[config.mk]
export PLATFORM = sky130hd
export DESIGN_NAME = wsm_write_ctrl
export DESIGN_NICKNAME = d
export VERILOG_FILES = /design/src/wsm_pkg.sv /design/src/wsm_write_ctrl.sv
export SDC_FILE = /design/constraint.sdc
export NUM_CORES = 1
export LEC_CHECK = 0
export ABC_AREA = 1
export BUFFER_PORTS_ARGS = -buffer_cell sky130_fd_sc_hd__buf_4
export CORE_MARGIN = 2
export CORE_UTILIZATION = 35
export DETAILED_ROUTE_END_ITERATION = 8
export GPL_TIMING_DRIVEN = 0
export PLACE_DENSITY_LB_ADDON = 0.12
export SETUP_SLACK_MARGIN = 0.15
export SYNTH_ARGS = -nofsm -noshare
export SYNTH_HDL_FRONTEND = slang
export SYNTH_SLANG_ARGS = --single-unit
[constraint.sdc]
create_clock -name MCLK -period 2.8 [get_ports MCLK]
set_input_delay 0.56 -clock MCLK [delete_from_list [all_inputs] [get_ports MCLK]]
set_output_delay 0.56 -clock MCLK [all_outputs]
set_load 0.005 [all_outputs]
[src/wsm_pkg.sv]
// Constants for the write start and modulator control block.
// Assumes byte registers on a 32-bit Avalon-MM slave, byte address = index * 4.
// Functional notes
// RULE1: bit 7 sets laser flag, reads back
// RULE2: bit 6 sets data flag, reads back
// RULE3: delay enable adds wobble pulse offset delay
// RULE4: five-bit count delays flags by syncs
// RULE5: start offset delays flags on start; code delays only the laser flag, data flag moves once the sync count is done
// RULE6: stop offset delays flags on stop; code delays only the laser flag, data flag moves once the sync count is done
// RULE7: phase offset loaded by two selectable writes
// RULE8: phase offset is signed ten bits
// RULE9: phase offset added to sync phase error
// RULE10: frame and disc syncs steer start/stop
// RULE11: preset count sets frame start position
// RULE12: config bit 7 doubles recording clock
// RULE13: config bit 6 stretches zero symbols
// RULE14: enable-on-write lets laser follow flag
// RULE15: force bit turns laser on always; code lets panic, when enabled and asserted, keep the laser off
// RULE16: gate bit runs clock unconditionally; code lets alternate clock mode override the gate bit
// RULE17: panic input kills laser when enabled
// RULE18: three select bits choose output format
// RULE19: modulator adds sync, subcode, serialises
// RULE20: subcode supplied externally, bypass only
// RULE21: format codes zero, normal, I3, I11, calibration
// RULE22: alternate clock mode overrides gate bit
// RULE23: preset reserved bits ignored
package wsm_pkg;
  // ---------------------------------------------------------------
  // Register indexes (byte address is four times these)
  // ---------------------------------------------------------------
  localparam logic [7:0] IDX_WCTRL = 8'h30;
  localparam logic [7:0] IDX_START = 8'h31;
  localparam logic [7:0] IDX_STOP = 8'h32;
  localparam logic [7:0] IDX_XOFF = 8'h33;
  localparam logic [7:0] IDX_PRESET = 8'h3C;
  localparam logic [7:0] IDX_MCFG = 8'h3D;
  localparam logic [7:0] IDX_MCFG2 = 8'h3E;
  // ---------------------------------------------------------------
  // Field positions
  // ---------------------------------------------------------------
  localparam int WC_LASER = 7;
  localparam int WC_DATA = 6;
  localparam int WC_DELAY = 5;
  localparam int MC_DOUBLE = 7;
  localparam int MC_STRETCH = 6;
  localparam int MC_LWRITE = 5;
  localparam int MC_LFORCE = 4;
  localparam int MC_GATE = 3;
  localparam int MC_PANIC = 0;
  localparam int MC2_ALT_MODE = 2;
  localparam int MC2_ALT_ON = 1;
  localparam logic [1:0] XOFF_LO = 2'h0;
  localparam logic [1:0] XOFF_HI = 2'h1;
  localparam logic [7:0] RST_BYTE = 8'h00;
  // ---------------------------------------------------------------
  // Output formats and frame layout
  // ---------------------------------------------------------------
  localparam logic [2:0] FMT_ZERO = 3'h0;
  localparam logic [2:0] FMT_NORMAL = 3'h1;
  localparam logic [2:0] FMT_I3 = 3'h2;
  localparam logic [2:0] FMT_I11 = 3'h3;
  localparam logic [2:0] FMT_CAL = 3'h5;
  localparam logic [3:0] RUN_I3 = 4'h3;
  localparam logic [3:0] RUN_I11 = 4'hB;
  localparam logic [3:0] RUN_CAL_FIRST = 4'h3;
  localparam logic [3:0] CAL_LAST_IDX = 4'h9;
  localparam logic [5:0] SYMS_PER_FRAME = 6'h22;
  localparam logic [4:0] SYNC_BITS_M1 = 5'h1A;
  localparam logic [4:0] SYM_BITS_M1 = 5'h10;
  // Encode control states
  typedef enum logic [2:0] {
    ST_IDLE = 3'b001,
    ST_SYNC = 3'b010,
    ST_PULSE = 3'b100
  } wsm_state_t;
endpackage

[src/wsm_write_ctrl.sv]
// Write start control, phase offset and channel modulator, one clock domain.
// Assumes sync/panic pins are asynchronous; symbol sources run on MCLK.
//
// Local design decision: the Avalon-MM register port.
`timescale 1ns/1ns
module wsm_write_ctrl #(
  parameter logic [7:0] RCLK_HALF = 8'h04,        // MCLK cycles per half recording clock
  parameter logic [23:0] SYNC_PATTERN = 24'h80_1002 // Frame sync channel bits
) (
  input wire logic MCLK,
  input wire logic SRST,
  input wire logic [9:0] AVS_ADDRESS,
  input wire logic AVS_READ,
  input wire logic AVS_WRITE,
  input wire logic [31:0] AVS_WRITEDATA,
  input wire logic [3:0] AVS_BYTEENABLE,
  output logic [31:0] AVS_READDATA,
  output logic AVS_WAITREQUEST,
  input wire logic PREGROOVE_TIME_SYNC,
  input wire logic WOBBLE_POSITION_PULSE,
  input wire logic SUBCHANNEL_FRAME_SYNC,
  input wire logic PANIC,
  input wire logic [13:0] ENC_SYMBOL,
  input wire logic ENC_VALID,
  output logic ENC_ACK,
  input wire logic [13:0] SUB_SYMBOL,
  input wire logic SUB_VALID,
  output logic SUB_ACK,
  output logic DATA_OUT,
  output logic RECORDING_CLOCK_OUT,
  output logic LASER_ENABLE_OUT,
  output logic [15:0] PHASE_ERROR,
  output logic PHASE_VALID
);
  // ---------------------------------------------------------------
  // Helpers
  // ---------------------------------------------------------------
  // Register index match, used by write decode and read mux
  function automatic logic hit(input logic [7:0] idx, input logic [7:0] want);
    hit = (idx == want);
  endfunction
  // Sign-extend the ten-bit phase offset
  function automatic logic [15:0] sext10(input logic [9:0] v);
    sext10 = {{6{v[9]}}, v};
  endfunction

  // ---------------------------------------------------------------
  // Pin synchronisers
  // ---------------------------------------------------------------
  logic [3:0] pin_s1_q; // First stage, read only by second stage
  logic [3:0] pin_s2_q; // Stable copies
  logic [3:0] pin_d_q;  // Delayed for edge finding
  // Two flops against metastability; order pregroove, wobble, frame, panic
  always_ff @(posedge MCLK) begin
    if (SRST) begin
      pin_s1_q <= 4'h0;
      pin_s2_q <= 4'h0;
      pin_d_q <= 4'h0;
    end else begin
      pin_s1_q <= {PANIC, SUBCHANNEL_FRAME_SYNC, WOBBLE_POSITION_PULSE, PREGROOVE_TIME_SYNC};
      pin_s2_q <= pin_s1_q;
      pin_d_q <= pin_s2_q;
    end
  end
  logic pre_edge; // Pregroove time sync rising edge
  logic wob_edge; // Wobble position pulse rising edge
  logic frm_edge; // Subchannel frame sync rising edge
  logic panic_s;  // Synchronised panic level
  assign pre_edge = pin_s2_q[0] & ~pin_d_q[0];
  assign wob_edge = pin_s2_q[1] & ~pin_d_q[1];
  assign frm_edge = pin_s2_q[2] & ~pin_d_q[2];
  assign panic_s = pin_s2_q[3];

  // ---------------------------------------------------------------
  // Avalon-MM slave
  // ---------------------------------------------------------------
  logic wait_q;     // Waitrequest, high unless answering
  logic [7:0] idx;  // Register index
  logic wr_en;      // Write takes effect this edge
  logic [7:0] wd;   // Low byte lane
  assign idx = AVS_ADDRESS[9:2];
  assign wd = AVS_WRITEDATA[7:0];
  assign wr_en = AVS_WRITE & ~wait_q & AVS_BYTEENABLE[0];
  // One wait cycle per request; keeps read data a flop output
  always_ff @(posedge MCLK) begin
    if (SRST) begin
      wait_q <= 1'b1;
    end else if ((AVS_READ | AVS_WRITE) & wait_q) begin
      wait_q <= 1'b0;
    end else begin
      wait_q <= 1'b1;
    end
  end
  assign AVS_WAITREQUEST = wait_q;

  logic laser_flag_q; // Laser write flag
  logic data_flag_q;  // Data flow flag
  logic delay_en_q;   // Offset delay enable
  logic [4:0] count_q;
  logic [7:0] start_off_q;
  logic [7:0] stop_off_q;
  logic [9:0] xoff_q;
  logic [5:0] preset_q;
  logic [7:0] mcfg_q;
  logic [2:0] mcfg2_q;
  logic [31:0] rdata_q;
  // Read data latched as waitrequest drops; write-only registers read zero
  always_ff @(posedge MCLK) begin
    if (SRST) begin
      rdata_q <= 32'h0000_0000;
    end else if (AVS_READ & wait_q) begin
      if (hit(idx, wsm_pkg::IDX_WCTRL)) begin
        rdata_q <= {24'h00_0000, laser_flag_q, data_flag_q, delay_en_q, count_q}; // RULE1 RULE2
      end else begin
        rdata_q <= 32'h0000_0000;
      end
    end
  end
  assign AVS_READDATA = rdata_q;

  // Configuration writes
  always_ff @(posedge MCLK) begin
    if (SRST) begin
      delay_en_q <= 1'b0;
      count_q <= 5'h00;
      start_off_q <= wsm_pkg::RST_BYTE;
      stop_off_q <= wsm_pkg::RST_BYTE;
      xoff_q <= 10'h000;
      preset_q <= 6'h00;
      mcfg_q <= wsm_pkg::RST_BYTE;
      mcfg2_q <= 3'h0;
    end else if (wr_en) begin
      if (hit(idx, wsm_pkg::IDX_WCTRL)) begin
        delay_en_q <= wd[wsm_pkg::WC_DELAY];
        count_q <= wd[4:0];
      end
      if (hit(idx, wsm_pkg::IDX_START)) begin
        start_off_q <= wd;
      end
      if (hit(idx, wsm_pkg::IDX_STOP)) begin
        stop_off_q <= wd;
      end
      // Either half may come first
      if (hit(idx, wsm_pkg::IDX_XOFF) && wd[7:6] == wsm_pkg::XOFF_LO) begin
        xoff_q[5:0] <= wd[5:0]; // RULE7
      end
      if (hit(idx, wsm_pkg::IDX_XOFF) && wd[7:6] == wsm_pkg::XOFF_HI) begin
        xoff_q[9:6] <= wd[3:0]; // RULE7
      end
      if (hit(idx, wsm_pkg::IDX_PRESET)) begin
        preset_q <= wd[5:0]; // RULE23
      end
      if (hit(idx, wsm_pkg::IDX_MCFG)) begin
        mcfg_q <= wd;
      end
      if (hit(idx, wsm_pkg::IDX_MCFG2)) begin
        mcfg2_q <= wd[2:0];
      end
    end
  end

  // ---------------------------------------------------------------
  // Encode control
  // ---------------------------------------------------------------
  wsm_pkg::wsm_state_t state_q;
  logic tgt_laser_q;   // Requested laser flag
  logic tgt_data_q;    // Requested data flag
  logic starting_q;    // Laser turning on, use start offset
  logic [4:0] syncs_left_q;
  logic [7:0] pulses_left_q;
  logic armed_q;       // Pregroove sync seen, counting pulses
  logic wctrl_wr;
  assign wctrl_wr = wr_en & hit(idx, wsm_pkg::IDX_WCTRL);
  // A new write restarts the sequence with fresh targets
  always_ff @(posedge MCLK) begin
    if (SRST) begin
      state_q <= wsm_pkg::ST_IDLE;
      laser_flag_q <= 1'b0;
      data_flag_q <= 1'b0;
      tgt_laser_q <= 1'b0;
      tgt_data_q <= 1'b0;
      starting_q <= 1'b0;
      syncs_left_q <= 5'h00;
      pulses_left_q <= 8'h00;
      armed_q <= 1'b0;
    end else if (wctrl_wr) begin
      tgt_laser_q <= wd[wsm_pkg::WC_LASER];
      tgt_data_q <= wd[wsm_pkg::WC_DATA];
      starting_q <= wd[wsm_pkg::WC_LASER] & ~laser_flag_q;
      syncs_left_q <= wd[4:0]; // RULE4
      state_q <= wsm_pkg::ST_SYNC;
    end else begin
      case (state_q)
        wsm_pkg::ST_IDLE: begin
          armed_q <= 1'b0;
        end
        wsm_pkg::ST_SYNC: begin
          if (syncs_left_q == 5'h00) begin
            data_flag_q <= tgt_data_q; // RULE2
            if (delay_en_q && tgt_laser_q != laser_flag_q) begin
              // Offset counted in wobble pulses after a pregroove sync
              pulses_left_q <= starting_q ? start_off_q : stop_off_q; // RULE3 RULE5 RULE6
              armed_q <= 1'b0;
              state_q <= wsm_pkg::ST_PULSE;
            end else begin
              laser_flag_q <= tgt_laser_q; // RULE1
              state_q <= wsm_pkg::ST_IDLE;
            end
          end else if (pre_edge) begin
            syncs_left_q <= syncs_left_q - 5'h01; // RULE4 RULE10
          end
        end
        wsm_pkg::ST_PULSE: begin
          if (!armed_q) begin
            armed_q <= pre_edge; // RULE10
          end else if (pulses_left_q == 8'h00) begin
            laser_flag_q <= tgt_laser_q; // RULE3
            state_q <= wsm_pkg::ST_IDLE;
          end else if (wob_edge) begin
            pulses_left_q <= pulses_left_q - 8'h01; // RULE5 RULE6
          end
        end
        default: begin
          state_q <= wsm_pkg::ST_IDLE;
        end
      endcase
    end
  end

  // ---------------------------------------------------------------
  // Phase error between pregroove sync and subchannel frame sync
  // ---------------------------------------------------------------
  logic [15:0] phase_cnt_q; // Cycles since last pregroove sync, saturating
  logic [15:0] perr_q;
  logic pvalid_q;
  always_ff @(posedge MCLK) begin
    if (SRST) begin
      phase_cnt_q <= 16'h0000;
      perr_q <= 16'h0000;
      pvalid_q <= 1'b0;
    end else begin
      if (pre_edge) begin
        phase_cnt_q <= 16'h0000;
      end else if (phase_cnt_q != 16'hFFFF) begin
        phase_cnt_q <= phase_cnt_q + 16'h0001;
      end
      pvalid_q <= frm_edge;
      if (frm_edge) begin
        perr_q <= phase_cnt_q + sext10(xoff_q); // RULE8 RULE9
      end
    end
  end
  assign PHASE_ERROR = perr_q;
  assign PHASE_VALID = pvalid_q;

  // ---------------------------------------------------------------
  // Recording clock divider and gate
  // ---------------------------------------------------------------
  logic [7:0] div_q;
  logic [7:0] half;   // Half period in MCLK cycles
  logic clk_ph_q;     // Free running recording clock phase
  logic bit_stb;      // One channel bit per recording clock period
  logic gate;
  logic rclk_q;
  assign half = mcfg_q[wsm_pkg::MC_DOUBLE] ? (RCLK_HALF >> 1) : RCLK_HALF; // RULE12
  assign bit_stb = (div_q >= half - 8'h01) & ~clk_ph_q;
  // Mode bits from the second config register take priority
  assign gate = mcfg2_q[wsm_pkg::MC2_ALT_MODE] ? mcfg2_q[wsm_pkg::MC2_ALT_ON] // RULE22
              : (mcfg_q[wsm_pkg::MC_GATE] | data_flag_q); // RULE16
  always_ff @(posedge MCLK) begin
    if (SRST) begin
      div_q <= 8'h00;
      clk_ph_q <= 1'b0;
    end else if (div_q >= half - 8'h01) begin
      div_q <= 8'h00;
      clk_ph_q <= ~clk_ph_q;
    end else begin
      div_q <= div_q + 8'h01;
    end
  end
  // Gated copy only; the divider keeps running so the bit timing never jumps
  always_ff @(posedge MCLK) begin
    if (SRST) begin
      rclk_q <= 1'b0;
    end else begin
      rclk_q <= clk_ph_q & gate; // RULE16
    end
  end
  assign RECORDING_CLOCK_OUT = rclk_q;

  // ---------------------------------------------------------------
  // Serialiser: sync, subcode symbol, 32 data symbols per frame
  // ---------------------------------------------------------------
  logic mod_run_q;
  logic [5:0] sym_idx_q;
  logic [4:0] bits_left_q;
  logic [26:0] shift_q;
  logic nrzi_q;     // Output level, toggles on channel one
  logic last_q;     // Last emitted channel bit
  logic ins_q;      // Extra zero already inserted
  logic enc_ack_q;
  logic sub_ack_q;
  logic load;
  logic [26:0] word;
  logic cur_bit;
  logic stall;
  logic [13:0] enc_sym;
  logic [13:0] sub_sym;
  assign load = (bits_left_q == 5'h00);
  // Missing symbols go out as zero rather than stall the disc
  assign enc_sym = ENC_VALID ? ENC_SYMBOL : 14'h0000;
  assign sub_sym = SUB_VALID ? SUB_SYMBOL : 14'h0000; // RULE20
  // Next word, left aligned, three zero merging bits after each symbol
  always_comb begin
    if (!load) begin
      word = shift_q;
    end else if (sym_idx_q == 6'h00) begin
      word = {SYNC_PATTERN, 3'h0}; // RULE19
    end else if (sym_idx_q == 6'h01) begin
      word = {sub_sym, 3'h0, 10'h000}; // RULE19
    end else begin
      word = {enc_sym, 3'h0, 10'h000};
    end
  end
  assign cur_bit = word[26];
  assign stall = mcfg_q[wsm_pkg::MC_STRETCH] & cur_bit & ~last_q & ~ins_q; // RULE13
  always_ff @(posedge MCLK) begin
    if (SRST || !data_flag_q) begin
      mod_run_q <= 1'b0;
      sym_idx_q <= 6'h00;
      bits_left_q <= 5'h00;
      shift_q <= 27'h000_0000;
      nrzi_q <= 1'b0;
      last_q <= 1'b0;
      ins_q <= 1'b0;
      enc_ack_q <= 1'b0;
      sub_ack_q <= 1'b0;
    end else if (!mod_run_q) begin
      if (frm_edge) begin
        // Start at the preset symbol on a frame boundary
        mod_run_q <= 1'b1; // RULE10
        sym_idx_q <= (preset_q < wsm_pkg::SYMS_PER_FRAME) ? preset_q : 6'h00; // RULE11
        bits_left_q <= 5'h00;
      end
    end else begin
      enc_ack_q <= bit_stb & ~stall & load & (sym_idx_q > 6'h01) & ENC_VALID;
      sub_ack_q <= bit_stb & ~stall & load & (sym_idx_q == 6'h01) & SUB_VALID; // RULE20
      if (bit_stb && stall) begin
        ins_q <= 1'b1; // RULE13
        last_q <= 1'b0;
      end else if (bit_stb) begin
        shift_q <= {word[25:0], 1'b0};
        if (load) begin
          bits_left_q <= (sym_idx_q == 6'h00) ? wsm_pkg::SYNC_BITS_M1 : wsm_pkg::SYM_BITS_M1;
          sym_idx_q <= (sym_idx_q == wsm_pkg::SYMS_PER_FRAME - 6'h01) ? 6'h00 : sym_idx_q + 6'h01;
        end else begin
          bits_left_q <= bits_left_q - 5'h01;
        end
        nrzi_q <= nrzi_q ^ cur_bit; // RULE19
        last_q <= cur_bit;
        ins_q <= 1'b0;
      end
    end
  end
  assign ENC_ACK = enc_ack_q;
  assign SUB_ACK = sub_ack_q;

  // ---------------------------------------------------------------
  // Test patterns and output format
  // ---------------------------------------------------------------
  logic [2:0] fmt;
  logic [3:0] run_cnt_q;
  logic [3:0] run_idx_q;
  logic pat_q;
  logic [3:0] run_len;
  logic dout_q;
  assign fmt = {mcfg2_q[0], mcfg_q[2:1]}; // RULE18
  // Calibration runs 3,3,4,4,...,7,7
  always_comb begin
    case (fmt)
      wsm_pkg::FMT_I3: run_len = wsm_pkg::RUN_I3;
      wsm_pkg::FMT_I11: run_len = wsm_pkg::RUN_I11;
      default: run_len = wsm_pkg::RUN_CAL_FIRST + {1'b0, run_idx_q[3:1]}; // RULE21
    endcase
  end
  always_ff @(posedge MCLK) begin
    if (SRST || fmt == wsm_pkg::FMT_ZERO || fmt == wsm_pkg::FMT_NORMAL) begin
      run_cnt_q <= 4'h0;
      run_idx_q <= 4'h0;
      pat_q <= 1'b0;
    end else if (bit_stb) begin
      if (run_cnt_q >= run_len - 4'h1) begin
        run_cnt_q <= 4'h0;
        pat_q <= ~pat_q;
        run_idx_q <= (run_idx_q == wsm_pkg::CAL_LAST_IDX) ? 4'h0 : run_idx_q + 4'h1;
      end else begin
        run_cnt_q <= run_cnt_q + 4'h1;
      end
    end
  end
  // Reserved codes hold the output low like code zero
  always_ff @(posedge MCLK) begin
    if (SRST) begin
      dout_q <= 1'b0;
    end else begin
      case (fmt)
        wsm_pkg::FMT_NORMAL: dout_q <= nrzi_q & mod_run_q; // RULE21
        wsm_pkg::FMT_I3, wsm_pkg::FMT_I11, wsm_pkg::FMT_CAL: dout_q <= pat_q; // RULE21
        default: dout_q <= 1'b0; // RULE21
      endcase
    end
  end
  assign DATA_OUT = dout_q;

  // ---------------------------------------------------------------
  // Laser enable
  // ---------------------------------------------------------------
  logic laser_q;
  // Panic wins over force, force over the write flag
  always_ff @(posedge MCLK) begin
    if (SRST) begin
      laser_q <= 1'b0;
    end else if (mcfg_q[wsm_pkg::MC_PANIC] & panic_s) begin
      laser_q <= 1'b0; // RULE17
    end else if (mcfg_q[wsm_pkg::MC_LFORCE]) begin
      laser_q <= 1'b1; // RULE15
    end else begin
      laser_q <= mcfg_q[wsm_pkg::MC_LWRITE] & laser_flag_q; // RULE14
    end
  end
  assign LASER_ENABLE_OUT = laser_q;
endmodule

Yosys cells after proc, flatten, opt, wreduce, memory -nomap -nowiden
Index checks and enable logic that the tools add are counted.
{"block": "totals", "inputBits": 84, "wordCells": 238, "regBits": 212}
{"block": "op_classes", "n_reduce_logical": 45, "n_bitwise": 39, "add_sub_neg": 12, "magnitude_cmp": 4, "n_eq_ne": 35, "n_mux": 59}
{"operator": "2-to-1 mux 27 bit", "n": 3}
{"operator": "equality test 8 x 6 -> 1 bit (second input constant)", "n": 7}
{"operator": "2-to-1 mux 8 bit", "n": 7}
{"operator": "2-to-1 mux 5 bit", "n": 9}
{"operator": "2-to-1 mux 6 bit", "n": 7}
{"operator": "2-to-1 mux 14 bit", "n": 2}
{"operator": "AND 1 bit", "n": 23}
{"operator": "!= test 2 bit (second input constant)", "n": 11}
{"operator": "AND reduction 2 bit", "n": 10}
{"operator": "adder 16 x 1 -> 16 bit (second input constant)", "n": 1}
{"operator": "adder 16 bit", "n": 1}
{"operator": "2-to-1 mux 1 bit", "n": 16}
{"operator": "!= test 16 bit (second input constant)", "n": 1}
{"operator": "one-hot mux 8 bit (2 select lines)", "n": 1}
{"operator": "AND reduction 4 bit", "n": 4}
{"operator": "2-to-1 mux 3 bit", "n": 5}
{"operator": "inverter 1 bit", "n": 13}
{"operator": "2-to-1 mux 4 bit", "n": 3}
{"operator": "AND reduction 3 bit", "n": 4}
{"operator": "zero test 5 bit", "n": 2}
{"operator": "nonzero test 2 bit", "n": 5}
{"operator": "subtractor 5 x 1 -> 5 bit (second input constant)", "n": 2}
{"operator": "equality test 3 x 2 -> 1 bit (second input constant)", "n": 3}
{"operator": "!= test 3 bit (second input constant)", "n": 3}
{"operator": "other kinds (38)", "n": 51}

Logic depth before layout (Yosys ltp)
Gate-level depths: netlist of the first run.
{"block": "depth", "depth_word": 12, "depth_mapped": 17, "depth_no_buf": 17}

Worst setup path before layout of the first run
OpenSTA, ideal clock, no wires.
{"block": "synth_path", "kind": "flip-flop to flip-flop", "start": "register run_idx_q[1]", "end": "register run_idx_q[2]", "required_time_ps": 2684, "setup_ps": 116, "t_arrival_ps": 2216, "slack_ps": 468, "stages_incl_launch_ff": 17, "path_cell_list": "dfxtp_1 inv_1 ha_1 inv_1 nor2_1 ha_1 xor2_1 ha_1 inv_1 o21bai_1 nand2_1 nand2_1 nand2_1 nor2_1 nand2_1 o21ai_0 nor2_1"}
{"block": "synth_between", "elab_chain_cells": 5, "word_cells_on_any_way": 8}
{"element": "start: declaration", "line_no": "wsm_write_ctrl.sv:373", "rtl": "logic [3:0] run_idx_q;"}
{"element": "start signal: assignment", "line_no": "wsm_write_ctrl.sv:395", "rtl": "run_idx_q <= (run_idx_q == wsm_pkg::CAL_LAST_IDX) ? 4'h0 : run_idx_q + 4'h1;"}
{"element": "adder 2 x 3 -> 4 bit", "line_no": "wsm_write_ctrl.sv:383", "rtl": "default: run_len = wsm_pkg::RUN_CAL_FIRST + {1'b0, run_idx_q[3:1]};"}
{"element": "one-hot mux 4 bit (2 select lines)", "line_no": "wsm_write_ctrl.sv:380", "rtl": "case (fmt)"}
{"element": "subtractor 4 x 1 -> 4 bit", "line_no": "wsm_write_ctrl.sv:392", "rtl": "if (run_cnt_q >= run_len - 4'h1) begin"}
{"element": "greater-or-equal comparator 4 bit", "line_no": "wsm_write_ctrl.sv:392"}
{"element": "AND reduction 2 bit (no line)"}
Several ways; a longest one is shown, not always the timed one.
A chain may end at the register's enable or synchronous reset.

Final worst setup path of the first run
Same ends and word-level chain as after synthesis.

==> run_results.csv, run 1 <==
group,metric,value,unit
place,place.port_buffers,83,
worst_setup_path,end_kind,"flip-flop",
die,num_ports,139,
drt,starting_drt_drc_count,401,
synth,synth_area_per_cell,7.22,µm²
die,core-area,26000,µm²
global_routing,grt_util_all_layers,17.7,%
worst_setup_path,arrival,2.72,ns
global_routing,via_count_of_the_first_global_routing_pass,7832,
clock_network,cts_hold_repair.buffers,0,
global_routing,gr-usage-met3,2.95,%
sta,worst_pin_slew,0.884,ns
cells_and_area,drive_above_1_share,13.8,%
sta,skew,0.0174,ns
sta,drv_slew,0,
worst_setup_path,critical_path.max_stage_delay,0.38,ns
sta,grt_setup_unrepaired,"false",
clock_network,cts_tree,"yes",
pwr,power_density_over_the_cells,485,nW/µm²
worst_setup_path,timing.setup.critical_path_class,"flip-flop to flip-flop",
cells_and_area,finalInstanceArea,11000,µm²
worst_setup_path,crit_path_end,"run_idx_q[2]",
synth,postSynthRegisterBits,184,
drt,first_pass_iters,5,
sta,final-hold-violation-count,0,
synth,synthesis.yosys.warnings,0,
synth,synth_top_area_cell,"dfxtp_1",
sta,timing.setup.tns,0,ns
clock_network,postCtsSetupRepairBufs,0,
pwr,p_sw_share,24.6,%
drt,route.final.wire_length,24300,µm
synth,synth.top_cell.area_share,39.9,%
sta,achievable-frequency,420,MHz
sta,report.final.setup_viol,0,
drt,num_vias,8289,
cells_and_area,num_antenna_cells,0,
job,max_cap_violations,0,
die,rows,59,
synth,synth-main-ff-cell,"dfxtp_1",
synth,synthesis.instances,1280,
pwr,comb_power_share,5.6,%
sta,relSlewSlack,41.1,%
global_routing,first_pass_grt_wire_length,40000,µm
worst_setup_path,slack_of_the_worst_reg_to_reg_path,0.42,ns
drt,vias_per_cell,4.72,
pwr,cellInternalPower,4.01,mW
clock_network,path_clk_slew,0.07,ns
synth,synth.cell_area,9240,µm²
cells_and_area,final_cell_mix,"nand2_1, dfxtp_1, nor2_1, inv_1, a21oi_1",
cells_and_area,utilization_of_the_core_after_routing,42.2,%
drt,drc,0,
worst_setup_path,critical_path.startpoint,"run_idx_q[1]",
clock_network,cts_root_buffer,"clkbuf_16",
run_status,result_of_the_run,"finished, final reports clean",
clock_network,cts_max_path_buffers,2,
die,die_x,166,µm
die,start_util,35.6,%
global_routing,antenna_found_initial,0,
pwr,irDropWorstVdd,0.352,mV
synth,synthDistinctLibCells,54,
worst_setup_path,reg2reg_to,"run_idx_q[2]",
worst_setup_path,crit_path_cell_trace,"inv_1 -> ha_1 -> inv_1 -> nor2_1 -> ha_1 -> xor2_1 -> ha_1 -> inv_1 -> o21bai_1 -> nand2_1 -> nand2_1 -> nand2_2 -> nor2_4 -> nand2_1 -> o21ai_2 -> nor2_1",
global_routing,met2_resource_use_gr,29.1,%
global_routing,gr-total-overflow,0,
synth,synth-async-reset-ratio,0,%
hold_path,worstHoldPathType,"input port to flip-flop",
place,gpl.final_weighted_congestion,0.877,
worst_setup_path,worst-path-max-fanout,6,
sta,holdWs,0.319,ns
drt,wl_per_cell,13.8,µm
worst_setup_path,reg2reg_depth,16,
place,dp_hpwl,18200,µm
place,placed_area,10400,µm²
global_routing,gr-usage-met1,23.9,%
global_routing,grt-busiest-layer,"met2",
cells_and_area,final_common_cell,"nand2_1",
worst_setup_path,cp-start-kind,"flip-flop",
worst_setup_path,critical_path.slowest_cell,"dfxtp_4",
clock_network,cts-buffers-inserted,17,
synth,edff_count_synth,0,
pwr,p_sw,1.31,mW
synth,synthTopCellsByArea,"dfxtp_1, nand2_1, nor2_1",
clock_network,tritoncts_num_sinks,184,
cells_and_area,nNetsFinal,1531,
clock_network,htree_levels,4,
worst_setup_path,cp.required,3.14,ns
pwr,p_leak,4.95,nW
synth,synth_sequential_area_ratio,39.9,%
pwr,share_clk_of_total_power,44.3,%
die,dieArea,27700,µm²
global_routing,grt_start_max_net_pins,17,
drt,drt.antenna.violating_nets,0,
die,die_y,166,µm
cells_and_area,syn2layout_area_growth,18.6,%
clock_network,clk_latency,0.45,ns
sta,layout_min_cycle_time,2.38,ns
pwr,share_seq_of_total_power,50.0,%
sta,crit_share_post_route,85.1,%
worst_setup_path,start_of_the_worst_register_to_register_path,"run_idx_q[1]",
state kept, by name, summed over array words and instances, names as in the netlist, 6 cells and up:
signal and count:
PHASE_ERROR 16, shift_q 22, phase_cnt_q 16, mcfg_q 8
preset_q 6, AVS_READDATA 8, pulses_left_q 8, start_off_q 8
xoff_q 10, div_q 8, stop_off_q 8, sym_idx_q 6
critical path: cells and delay by family, from the launching register on:
| kind | cells | cell delay (ns) |
|---|---|---|
| AO/OA/AOI/OAI | 2 | 0.25 |
| XOR/XNOR | 1 | 0.16 |
| adder cells (fa/ha/maj) | 3 | 0.78 |
| buffers and inverters | 3 | 0.16 |
| flip-flops | 1 | 0.38 |
| AND/OR/NAND/NOR | 7 | 0.54 |
power by group through the flow:
stage | Combinational [mW] | Sequential, mW | Clock [mW]
2_1_floorplan | 0.154 | 2.72 | 0
3_3_place_gp | 0.299 | 2.72 | 0
3_5_place_dp | 0.300 | 2.72 | 0
4_1_cts | 0.301 | 2.66 | 2.40
5_1_grt | 0.331 | 2.66 | 2.51
6_report | 0.298 | 2.66 | 2.36
cell type report:
class / instances / area, µm²
Sequential cell: 184 / 3690
Inverter: 150 / 563
Buffer: 63 / 355
Multi-Input combinational cell: 911 / 4760
Tap cell: 335 / 419
Clock buffer: 20 / 437
Timing Repair Buffer: 83 / 623
Fill cell: 2785 / 15000
Clock inverter: 12 / 116
logic make-up after synthesis:
family                   after synthesis  share of synthesized area, %
buffers and inverters                213                          9.94
flip-flops                           184                          39.9
AO/OA/AOI/OAI                        287                          16.6
AND/OR/NAND/NOR                      527                          25.5
XOR/XNOR                              29                          2.75
other                                  1                        0.0406
adder cells (fa/ha/maj)               37                          5.09
multiplexers                           2                         0.217
through the flow:
stage / setup slack (ns) / power [mW] / cells
after global placement: 0.195 / 3.02 / 1726
after global routing: 0.165 / 5.51 / 1758
after floorplan: 0.468 / 2.87 / 1308
final: 0.418 / 5.32 / 1758
after detailed placement: 0.0927 / 3.02 / 1726
after CTS: 0.154 / 5.37 / 1758
per-layer routing:
| layer | share of wire, % | up-vias | wire length (µm) |
|---|---|---|---|
| li1 | - | 4390 | - |
| met3 | 3.6 | 25 | 880 |
| met2 | 46 | 122 | 11200 |
| met1 | 49 | 3752 | 11900 |
| met5 | 0 | - | 0 |
| met4 | 1.5 | 0 | 365 |
cell usage after synthesis (6+ instances only):
cell / count
a21oi_1: 121
buf_2: 8
buf_4: 25
clkbuf_1: 23
dfxtp_1: 184
ha_1: 36
inv_1: 140
inv_2: 9
nand2_1: 219
nand2_2: 6
nand3_1: 64
nand3_2: 6
nand4_1: 9
nor2_1: 164
nor3_1: 25
o21ai_0: 115
o21ai_1: 15
or2_2: 6
xnor2_1: 8
xor2_1: 21
worst min-delay path by stage:
stage	startpoint	end	cells after the start
final	SUBCHANNEL_FRAME_SYNC	pin_s1_q[2]	3
after global placement	pin_s1_q[2]	pin_s2_q[2]	2
after CTS	SUBCHANNEL_FRAME_SYNC	pin_s1_q[2]	3
after detailed placement	pin_s1_q[1]	pin_s2_q[1]	2
after global routing	PANIC	pin_s1_q[3]	3
after floorplan	pin_s1_q[0]	pin_s2_q[0]	2
timing repair:
item / CTS / global route
resized for setup: 1 / 8
endpoints found under the setup margin: 1 / 9
gates cloned: 0 / 0
pin swaps: 0 / 0
No activity file was read; power rests on OpenSTA's default activity.
==> inputs of run 2 (changes only) <==
Settings changed: ABC_AREA 1 to unset, CORE_MARGIN 2 to 10.
==> run 2 against run 1 <==
- sequential cell count unchanged
- synthesized area decreased by 2.1%
- hold slack improved by 0.011 ns
- wire length increased by 2.4%
- sequential power about the same
- non-clock buffer count increased by 15
- synthesized cell count decreased by 16%
- clock power increased by 11%
- utilization increased by 0.98 points
- critical path depth decreased by 7
- design area decreased by 0.26%
- sequential share of layout area increased by 0.12 points
==> run_results.csv, run 2 <==
group,metric,value,unit
worst_setup_path,critical_path.slowest_cell,"or4_1",
place,placed_area,10200,µm²
drt,wl_per_cell,16.1,µm
clock_network,path_clk_slew,0.07,ns
synth,synth.cell_area,9050,µm²
worst_setup_path,reg2reg_depth,9,
drt,first_pass_iters,5,
hold_path,hold-path-cell-count,2,
synth,synth_adder_area_share,5.20,%
drt,drt.antenna.violating_nets,0,
synth,synthesis.instances,1075,
pwr,power_density_over_the_cells,507,nW/µm²
drt,route.final.wire_length,24900,µm
worst_setup_path,worst-path-max-fanout,5,
synth,synthDistinctLibCells,71,
global_routing,grt_start_max_net_pins,17,
sta,grt_setup_unrepaired,"false",
cells_and_area,final_cell_mix,"dfxtp_1, nor2_1, nand2_1, buf_4, a21oi_1",
synth,main_combinational_cell_family_by_area_after_synthesis,"simple AND/OR/NAND/NOR gates",
clock_network,cts-buffers-inserted,17,
die,rows,58,
sta,holdWs,0.330,ns
synth,synth-compound-area-share,16.2,%
sta,drv_slew,0,
clock_network,cts_max_path_buffers,2,
drt,starting_drt_drc_count,567,
synth,xor_and_xnor_area_share_after_synthesis,3.29,%
synth,synth_top_area_cell,"dfxtp_1",
worst_setup_path,critical_path.max_stage_delay,0.47,ns
clock_network,cts_root_buffer,"clkbuf_16",
sta,crit_share_post_route,90.1,%
sta,report.final.setup_viol,0,
drt,drc,0,
synth,edff_count_synth,0,
worst_setup_path,arrival,2.87,ns
worst_setup_path,slack_of_the_worst_reg_to_reg_path,0.28,ns
cells_and_area,multi_input_area,5040,µm²
job,max_cap_violations,0,
sta,relSlewSlack,21.0,%
die,start_util,35.7,%
place,dp_hpwl,18300,µm
pwr,p_leak,4.09,nW
die,die_x,181,µm
sta,achievable-frequency,396,MHz
worst_setup_path,cp-start-kind,"flip-flop",
cells_and_area,finalInstanceArea,10900,µm²
synth,synth_simple_gate_area_share,22.9,%
cells_and_area,largest_reg_flops,22,
hold_path,worstHoldPathType,"input port to flip-flop",
worst_setup_path,timing.setup.critical_path_class,"flip-flop to flip-flop",
global_routing,first_pass_grt_wire_length,40100,µm
synth,synth_area_per_cell,8.42,µm²
clock_network,clk_latency,0.43,ns
global_routing,grt_util_all_layers,14.8,%
worst_setup_path,end_kind,"flip-flop",
drt,vias_per_cell,5.07,
clock_network,htree_levels,4,
global_routing,via_count_of_the_first_global_routing_pass,7508,
pwr,irDropWorstVdd,0.295,mV
synth,synthMuxAreaShare,5.88,%
synth,synth.top_cell.area_share,40.7,%
place,gpl.final_weighted_congestion,0.845,
clock_network,cts_tree,"yes",
cells_and_area,syn2layout_area_growth,20.8,%
clock_network,tritoncts_num_sinks,184,
global_routing,antenna_found_initial,0,
cells_and_area,final_common_cell,"dfxtp_1",
cells_and_area,layoutNonFillerInstCount,1546,
synth,yosys.cell_count.top_type,"dfxtp_1",
sta,skew,0.00952,ns
clock_network,cts_hold_repair.buffers,0,
synth,synthesis.yosys.warnings,0,
die,dieArea,32700,µm²
sta,layout_min_cycle_time,2.52,ns
sta,final-hold-violation-count,0,
synth,postSynthRegisterBits,184,
sta,worst_pin_slew,1.17,ns
synth,synth-main-ff-cell,"dfxtp_1",
die,die_y,181,µm
cells_and_area,sequential_cell_area,3690,µm²
cells_and_area,registers.top_by_ff_count,"shift_q",
cells_and_area,fillCellCount,2571,
synth,synth_sequential_area_ratio,40.7,%
worst_setup_path,crit_path_cell_trace,"ha_2 -> inv_1 -> fa_2 -> nor2b_4 -> o2111ai_4 -> a311oi_4 -> nor2_2 -> or4_1 -> a31oi_1",
cells_and_area,nNetsFinal,1325,
run_status,result_of_the_run,"finished, final reports clean",
synth,synthTopCellsByArea,"dfxtp_1, mux2i_1, nor2_1",
synth,netlist_top_cells_count,"dfxtp_1, nor2_1, nand2_1, a21oi_1, nand3_1",
synth,synth-async-reset-ratio,0,%
die,num_ports,139,
place,place.port_buffers,78,
global_routing,gr-total-overflow,0,
die,core-area,25300,µm²
cells_and_area,num_antenna_cells,0,
place,place_inst,1511,
cells_and_area,drive_above_1_share,15.2,%
drt,num_vias,7831,
worst_setup_path,cp.required,3.15,ns
[run 2: cell count changes after synthesis, moves of 15 or more]
| cell | change |
|---|---|
| mux2i_1 | +50 |
| o21ai_0 | -73 |
| o21ai_1 | -15 |
| clkbuf_1 | +15 |
| nor2_1 | -41 |
| a21oi_1 | -38 |
| inv_1 | -111 |
| nand2_1 | -102 |
| nor2b_1 | +19 |
[run 2: path summary, 6_finish.rpt]
path,start,to
worst max-delay path,phase_cnt_q[0],PHASE_ERROR[12]
worst max register to register,phase_cnt_q[0],PHASE_ERROR[12]
worst min-delay path,AVS_READ,AVS_WAITREQUEST
worst min register to register,pin_s1_q[1],pin_s2_q[1]
[run 2: stage by stage]
step           utilization [%]  setup WS [ns]  power (mW)  TNS [ns]
3_3_place_gp              40.1         -0.160        2.97     -1.06
5_1_grt                   43.2          0.155        5.74         0
3_5_place_dp              40.1         -0.133        2.97    -0.908
2_1_floorplan                -          0.263        2.84         0
6_report                  43.2          0.277        5.54         0
4_1_cts                   42.7          0.178        5.60         0
[run 2: what timing repair did]
item	CTS	global route
setup buffers	0	3
pin swaps	1	5
setup endpoints to repair	10	55
resized for setup	6	15
[run 2: critical path: cells and delay by family, from the launching register on]
family,cells,cell delay [ns]
flip-flops,1,0.37
buffers and inverters,1,0.06
AO/OA/AOI/OAI,3,0.70
adder cells (fa/ha/maj),2,0.55
AND/OR/NAND/NOR,3,0.75
[run 2: kinds of logic after synthesis]
group / count (synthesis)
muxes: 53
other: 1
AOI/OAI and AO/OA: 223
adders and majority gates: 37
and+or+nand+nor: 434
DFF: 184
buffers and inverters: 109
xor gates and xnor gates: 34
[run 2: report_power, final]
group          total (mW)  internal, mW  switching, mW  leakage [nW]
Sequential           2.65          2.63         0.0124          1.49
Clock                2.63          1.55           1.08         0.304
Combinational       0.265         0.107          0.159          2.30
Total                5.54          4.29           1.25          4.09
[run 2: routing by layer]
metal / vias to the layer above / routed length, µm / GRT usage, %
met3: 20 / 949 / 2.70
met5: - / 0 / 0
met1: 3644 / 12200 / 19.9
li1: 4017 / - / -
met4: 0 / 283 / 3.97
met2: 150 / 11500 / 23.8
[run 2: area by class of cell]
type,instances,area share (%)
Clock inverter,12,1.73
Timing Repair Buffer,82,5.61
Sequential cell,184,33.8
Buffer,79,3.81
Inverter,30,1.03
Tap cell,330,3.78
Multi-Input combinational cell,810,46.1
Clock buffer,19,4.14
==> inputs of run 3 (changes only) <==
Settings changed: PLACE_DENSITY_LB_ADDON 0.12 to unset.
==> run 3 against run 2 <==
- worst setup slack got worse by 0.016 ns
- sequential share of layout area increased by 0.18 points
- non-clock buffer count rose by 2
- design area decreased by 0.57%
- sequential cell count stayed put
- final cell count rose by 0.19%
- maximum frequency is 0.64% lower
- largest power group unchanged
- highest routed layer unchanged
==> run_results.csv, run 3 (synthesized netlist as in run 2, its figures left out) <==
group,metric,value,unit
clock_network,tritoncts_num_sinks,184,
global_routing,first_pass_grt_wire_length,39200,µm
sta,achievable-frequency,394,MHz
run_status,result_of_the_run,"finished, final reports clean",
clock_network,cts_tree,"yes",
hold_path,min-delay-start,"SUBCHANNEL_FRAME_SYNC",
pwr,power_density_over_the_cells,491,nW/µm²
worst_setup_path,crit_path_cell_trace,"inv_1 -> ha_1 -> and2_1 -> ha_1 -> ha_1 -> a21o_1 -> a21o_1 -> a21oi_4 -> nor4_2 -> mux2_2",
worst_setup_path,cp.required,3.12,ns
global_routing,grt_start_max_net_pins,18,
drt,drt.antenna.violating_nets,0,
die,num_ports,139,
drt,first_pass_iters,5,
worst_setup_path,end_kind,"flip-flop",
cells_and_area,syn2layout_area_growth,20.1,%
worst_setup_path,critical_path.slowest_cell,"dfxtp_2",
cells_and_area,largest_reg_flops,22,
cells_and_area,num_antenna_cells,0,
pwr,total_power,5.33,mW
clock_network,cts-buffers-inserted,17,
place,placed_area,10200,µm²
worst_setup_path,worst-path-max-fanout,6,
sta,final-hold-violation-count,0,
clock_network,clk_latency,0.44,ns
cells_and_area,registers.top_by_ff_count,"shift_q",
pwr,p_leak,4.07,nW
sta,drv_slew,0,
pwr,irDropWorstVdd,0.285,mV
clock_network,cts_root_buffer,"clkbuf_16",
cells_and_area,final_common_cell,"dfxtp_1",
global_routing,grt_util_all_layers,14.4,%
cells_and_area,drive_above_1_share,15.3,%
worst_setup_path,slack_of_the_worst_reg_to_reg_path,0.26,ns
drt,starting_drt_drc_count,607,
job,max_cap_violations,0,
sta,crit_share_post_route,90.7,%
global_routing,gr-total-overflow,0,
hold_path,min_delay_worst_endpoint,"pin_s1_q[2]",
place,gpl.final_weighted_congestion,0.869,
die,core-area,25300,µm²
clock_network,cts_hold_repair.buffers,0,
drt,wl_per_cell,15.5,µm
worst_setup_path,arrival,2.86,ns
sta,skew,0.0138,ns
place,place.port_buffers,78,
worst_setup_path,start_of_the_worst_register_to_register_path,"run_idx_q[1]",
cells_and_area,utilization_of_the_core_after_routing,42.9,%
clock_network,htree_levels,4,
place,dp_hpwl,17800,µm
die,die_x,181,µm
global_routing,antenna_found_initial,0,
drt,num_vias,7891,
sta,grt_setup_unrepaired,"false",
sta,report.final.setup_viol,0,
die,die_y,181,µm
worst_setup_path,reg2reg_to,"run_idx_q[2]",
die,dieArea,32700,µm²
hold_path,hold-path-cell-count,2,
worst_setup_path,critical_path.max_stage_delay,0.38,ns
worst_setup_path,timing.setup.critical_path_class,"flip-flop to flip-flop",
cells_and_area,final_cell_mix,"dfxtp_1, nor2_1, nand2_1, buf_4, a21oi_1",
hold_path,worstHoldPathType,"input port to flip-flop",
sta,timing.setup.tns,0,ns
sta,layout_min_cycle_time,2.54,ns
clock_network,cts_max_path_buffers,2,
cells_and_area,nNetsFinal,1327,
worst_setup_path,reg2reg_depth,10,
worst_setup_path,critical-path-top-cell-by-count,"ha_1",
sta,relSlewSlack,22.6,%
global_routing,via_count_of_the_first_global_routing_pass,7465,
sta,worst_pin_slew,1.15,ns
drt,route.final.wire_length,23900,µm
drt,vias_per_cell,5.09,
clock_network,path_clk_slew,0.07,ns
die,rows,58,
drt,drc,0,
die,start_util,35.7,%
cells_and_area,finalInstanceArea,10900,µm²
worst_setup_path,cp-start-kind,"flip-flop",
run 3: changes by cell type in the layout (fill, tap and decap cells not counted), sizes merged:
cell	before	now
bufinv	4	1
clkbuf	57	58
clkinvlp	3	1
clkinv	3	5
buf	123	125
inv	32	35
run 3: worst max-delay path by stage:
stage              startpoint            to  slack [ns]  cells after the start
3_3_place_gp   AVS_ADDRESS[8]     xoff_q[0]       -0.07                      8
4_1_cts          run_idx_q[1]  run_idx_q[2]        0.16                     10
3_5_place_dp   AVS_ADDRESS[8]     xoff_q[5]       -0.06                      8
2_1_floorplan    run_idx_q[1]  run_idx_q[2]        0.26                     10
5_1_grt          run_idx_q[1]  run_idx_q[2]        0.15                     10
6_report         run_idx_q[1]  run_idx_q[2]        0.26                     10
run 3: final cells by class:
type                            count  area [µm²]
Inverter                           30         113
Fill cell                        2532       14500
Timing Repair Buffer               84         631
Clock buffer                       20         467
Sequential cell                   184        3690
Buffer                             79         417
Clock inverter                     12         131
Multi-Input combinational cell    810        5010
Tap cell                          330         413
run 3: metrics by stage:
| stage | worst slack, ns | instances | hold slack (ns) |
|---|---|---|---|
| after global placement | -0.0699 | 1511 | 0.423 |
| after CTS | 0.156 | 1543 | 0.324 |
| after floorplan | 0.263 | 1103 | 0.395 |
| after detailed placement | -0.0604 | 1511 | 0.430 |
| final | 0.261 | 1549 | 0.335 |
| after global routing | 0.152 | 1549 | 0.315 |
run 3: per-layer routing:
metal  part of all wire (%)  track usage [%]  up-vias  wire length, µm
li1                       -                -     4015                -
met1                     47             18.5     3700            11200
met2                     47             23.3      152            11200
met3                    5.1             3.34       24             1230
met4                    1.5             4.33        0              354
met5                      0                0        -                0
run 3: power breakdown:
group | internal [mW] | switching (mW)
logic | 0.108 | 0.151
clock network | 1.33 | 1.10
registers | 2.63 | 0.0133
total | 4.07 | 1.26
run 3: what timing repair did:
action / CTS / global route
gates resized for setup: 5 / 11
pin swaps: 1 / 7
setup endpoints to repair: 9 / 43
setup buffers: 0 / 6
run 3: worst max-delay path: cells and delay by family, from the launching register on:
kind,cells,cell delay [ns]
AOI/OAI and AO/OA,3,0.58
adders and majority gates,3,0.88
buffers and inverters,1,0.11
DFF,1,0.38
muxes,1,0.27
and+or+nand+nor,2,0.21
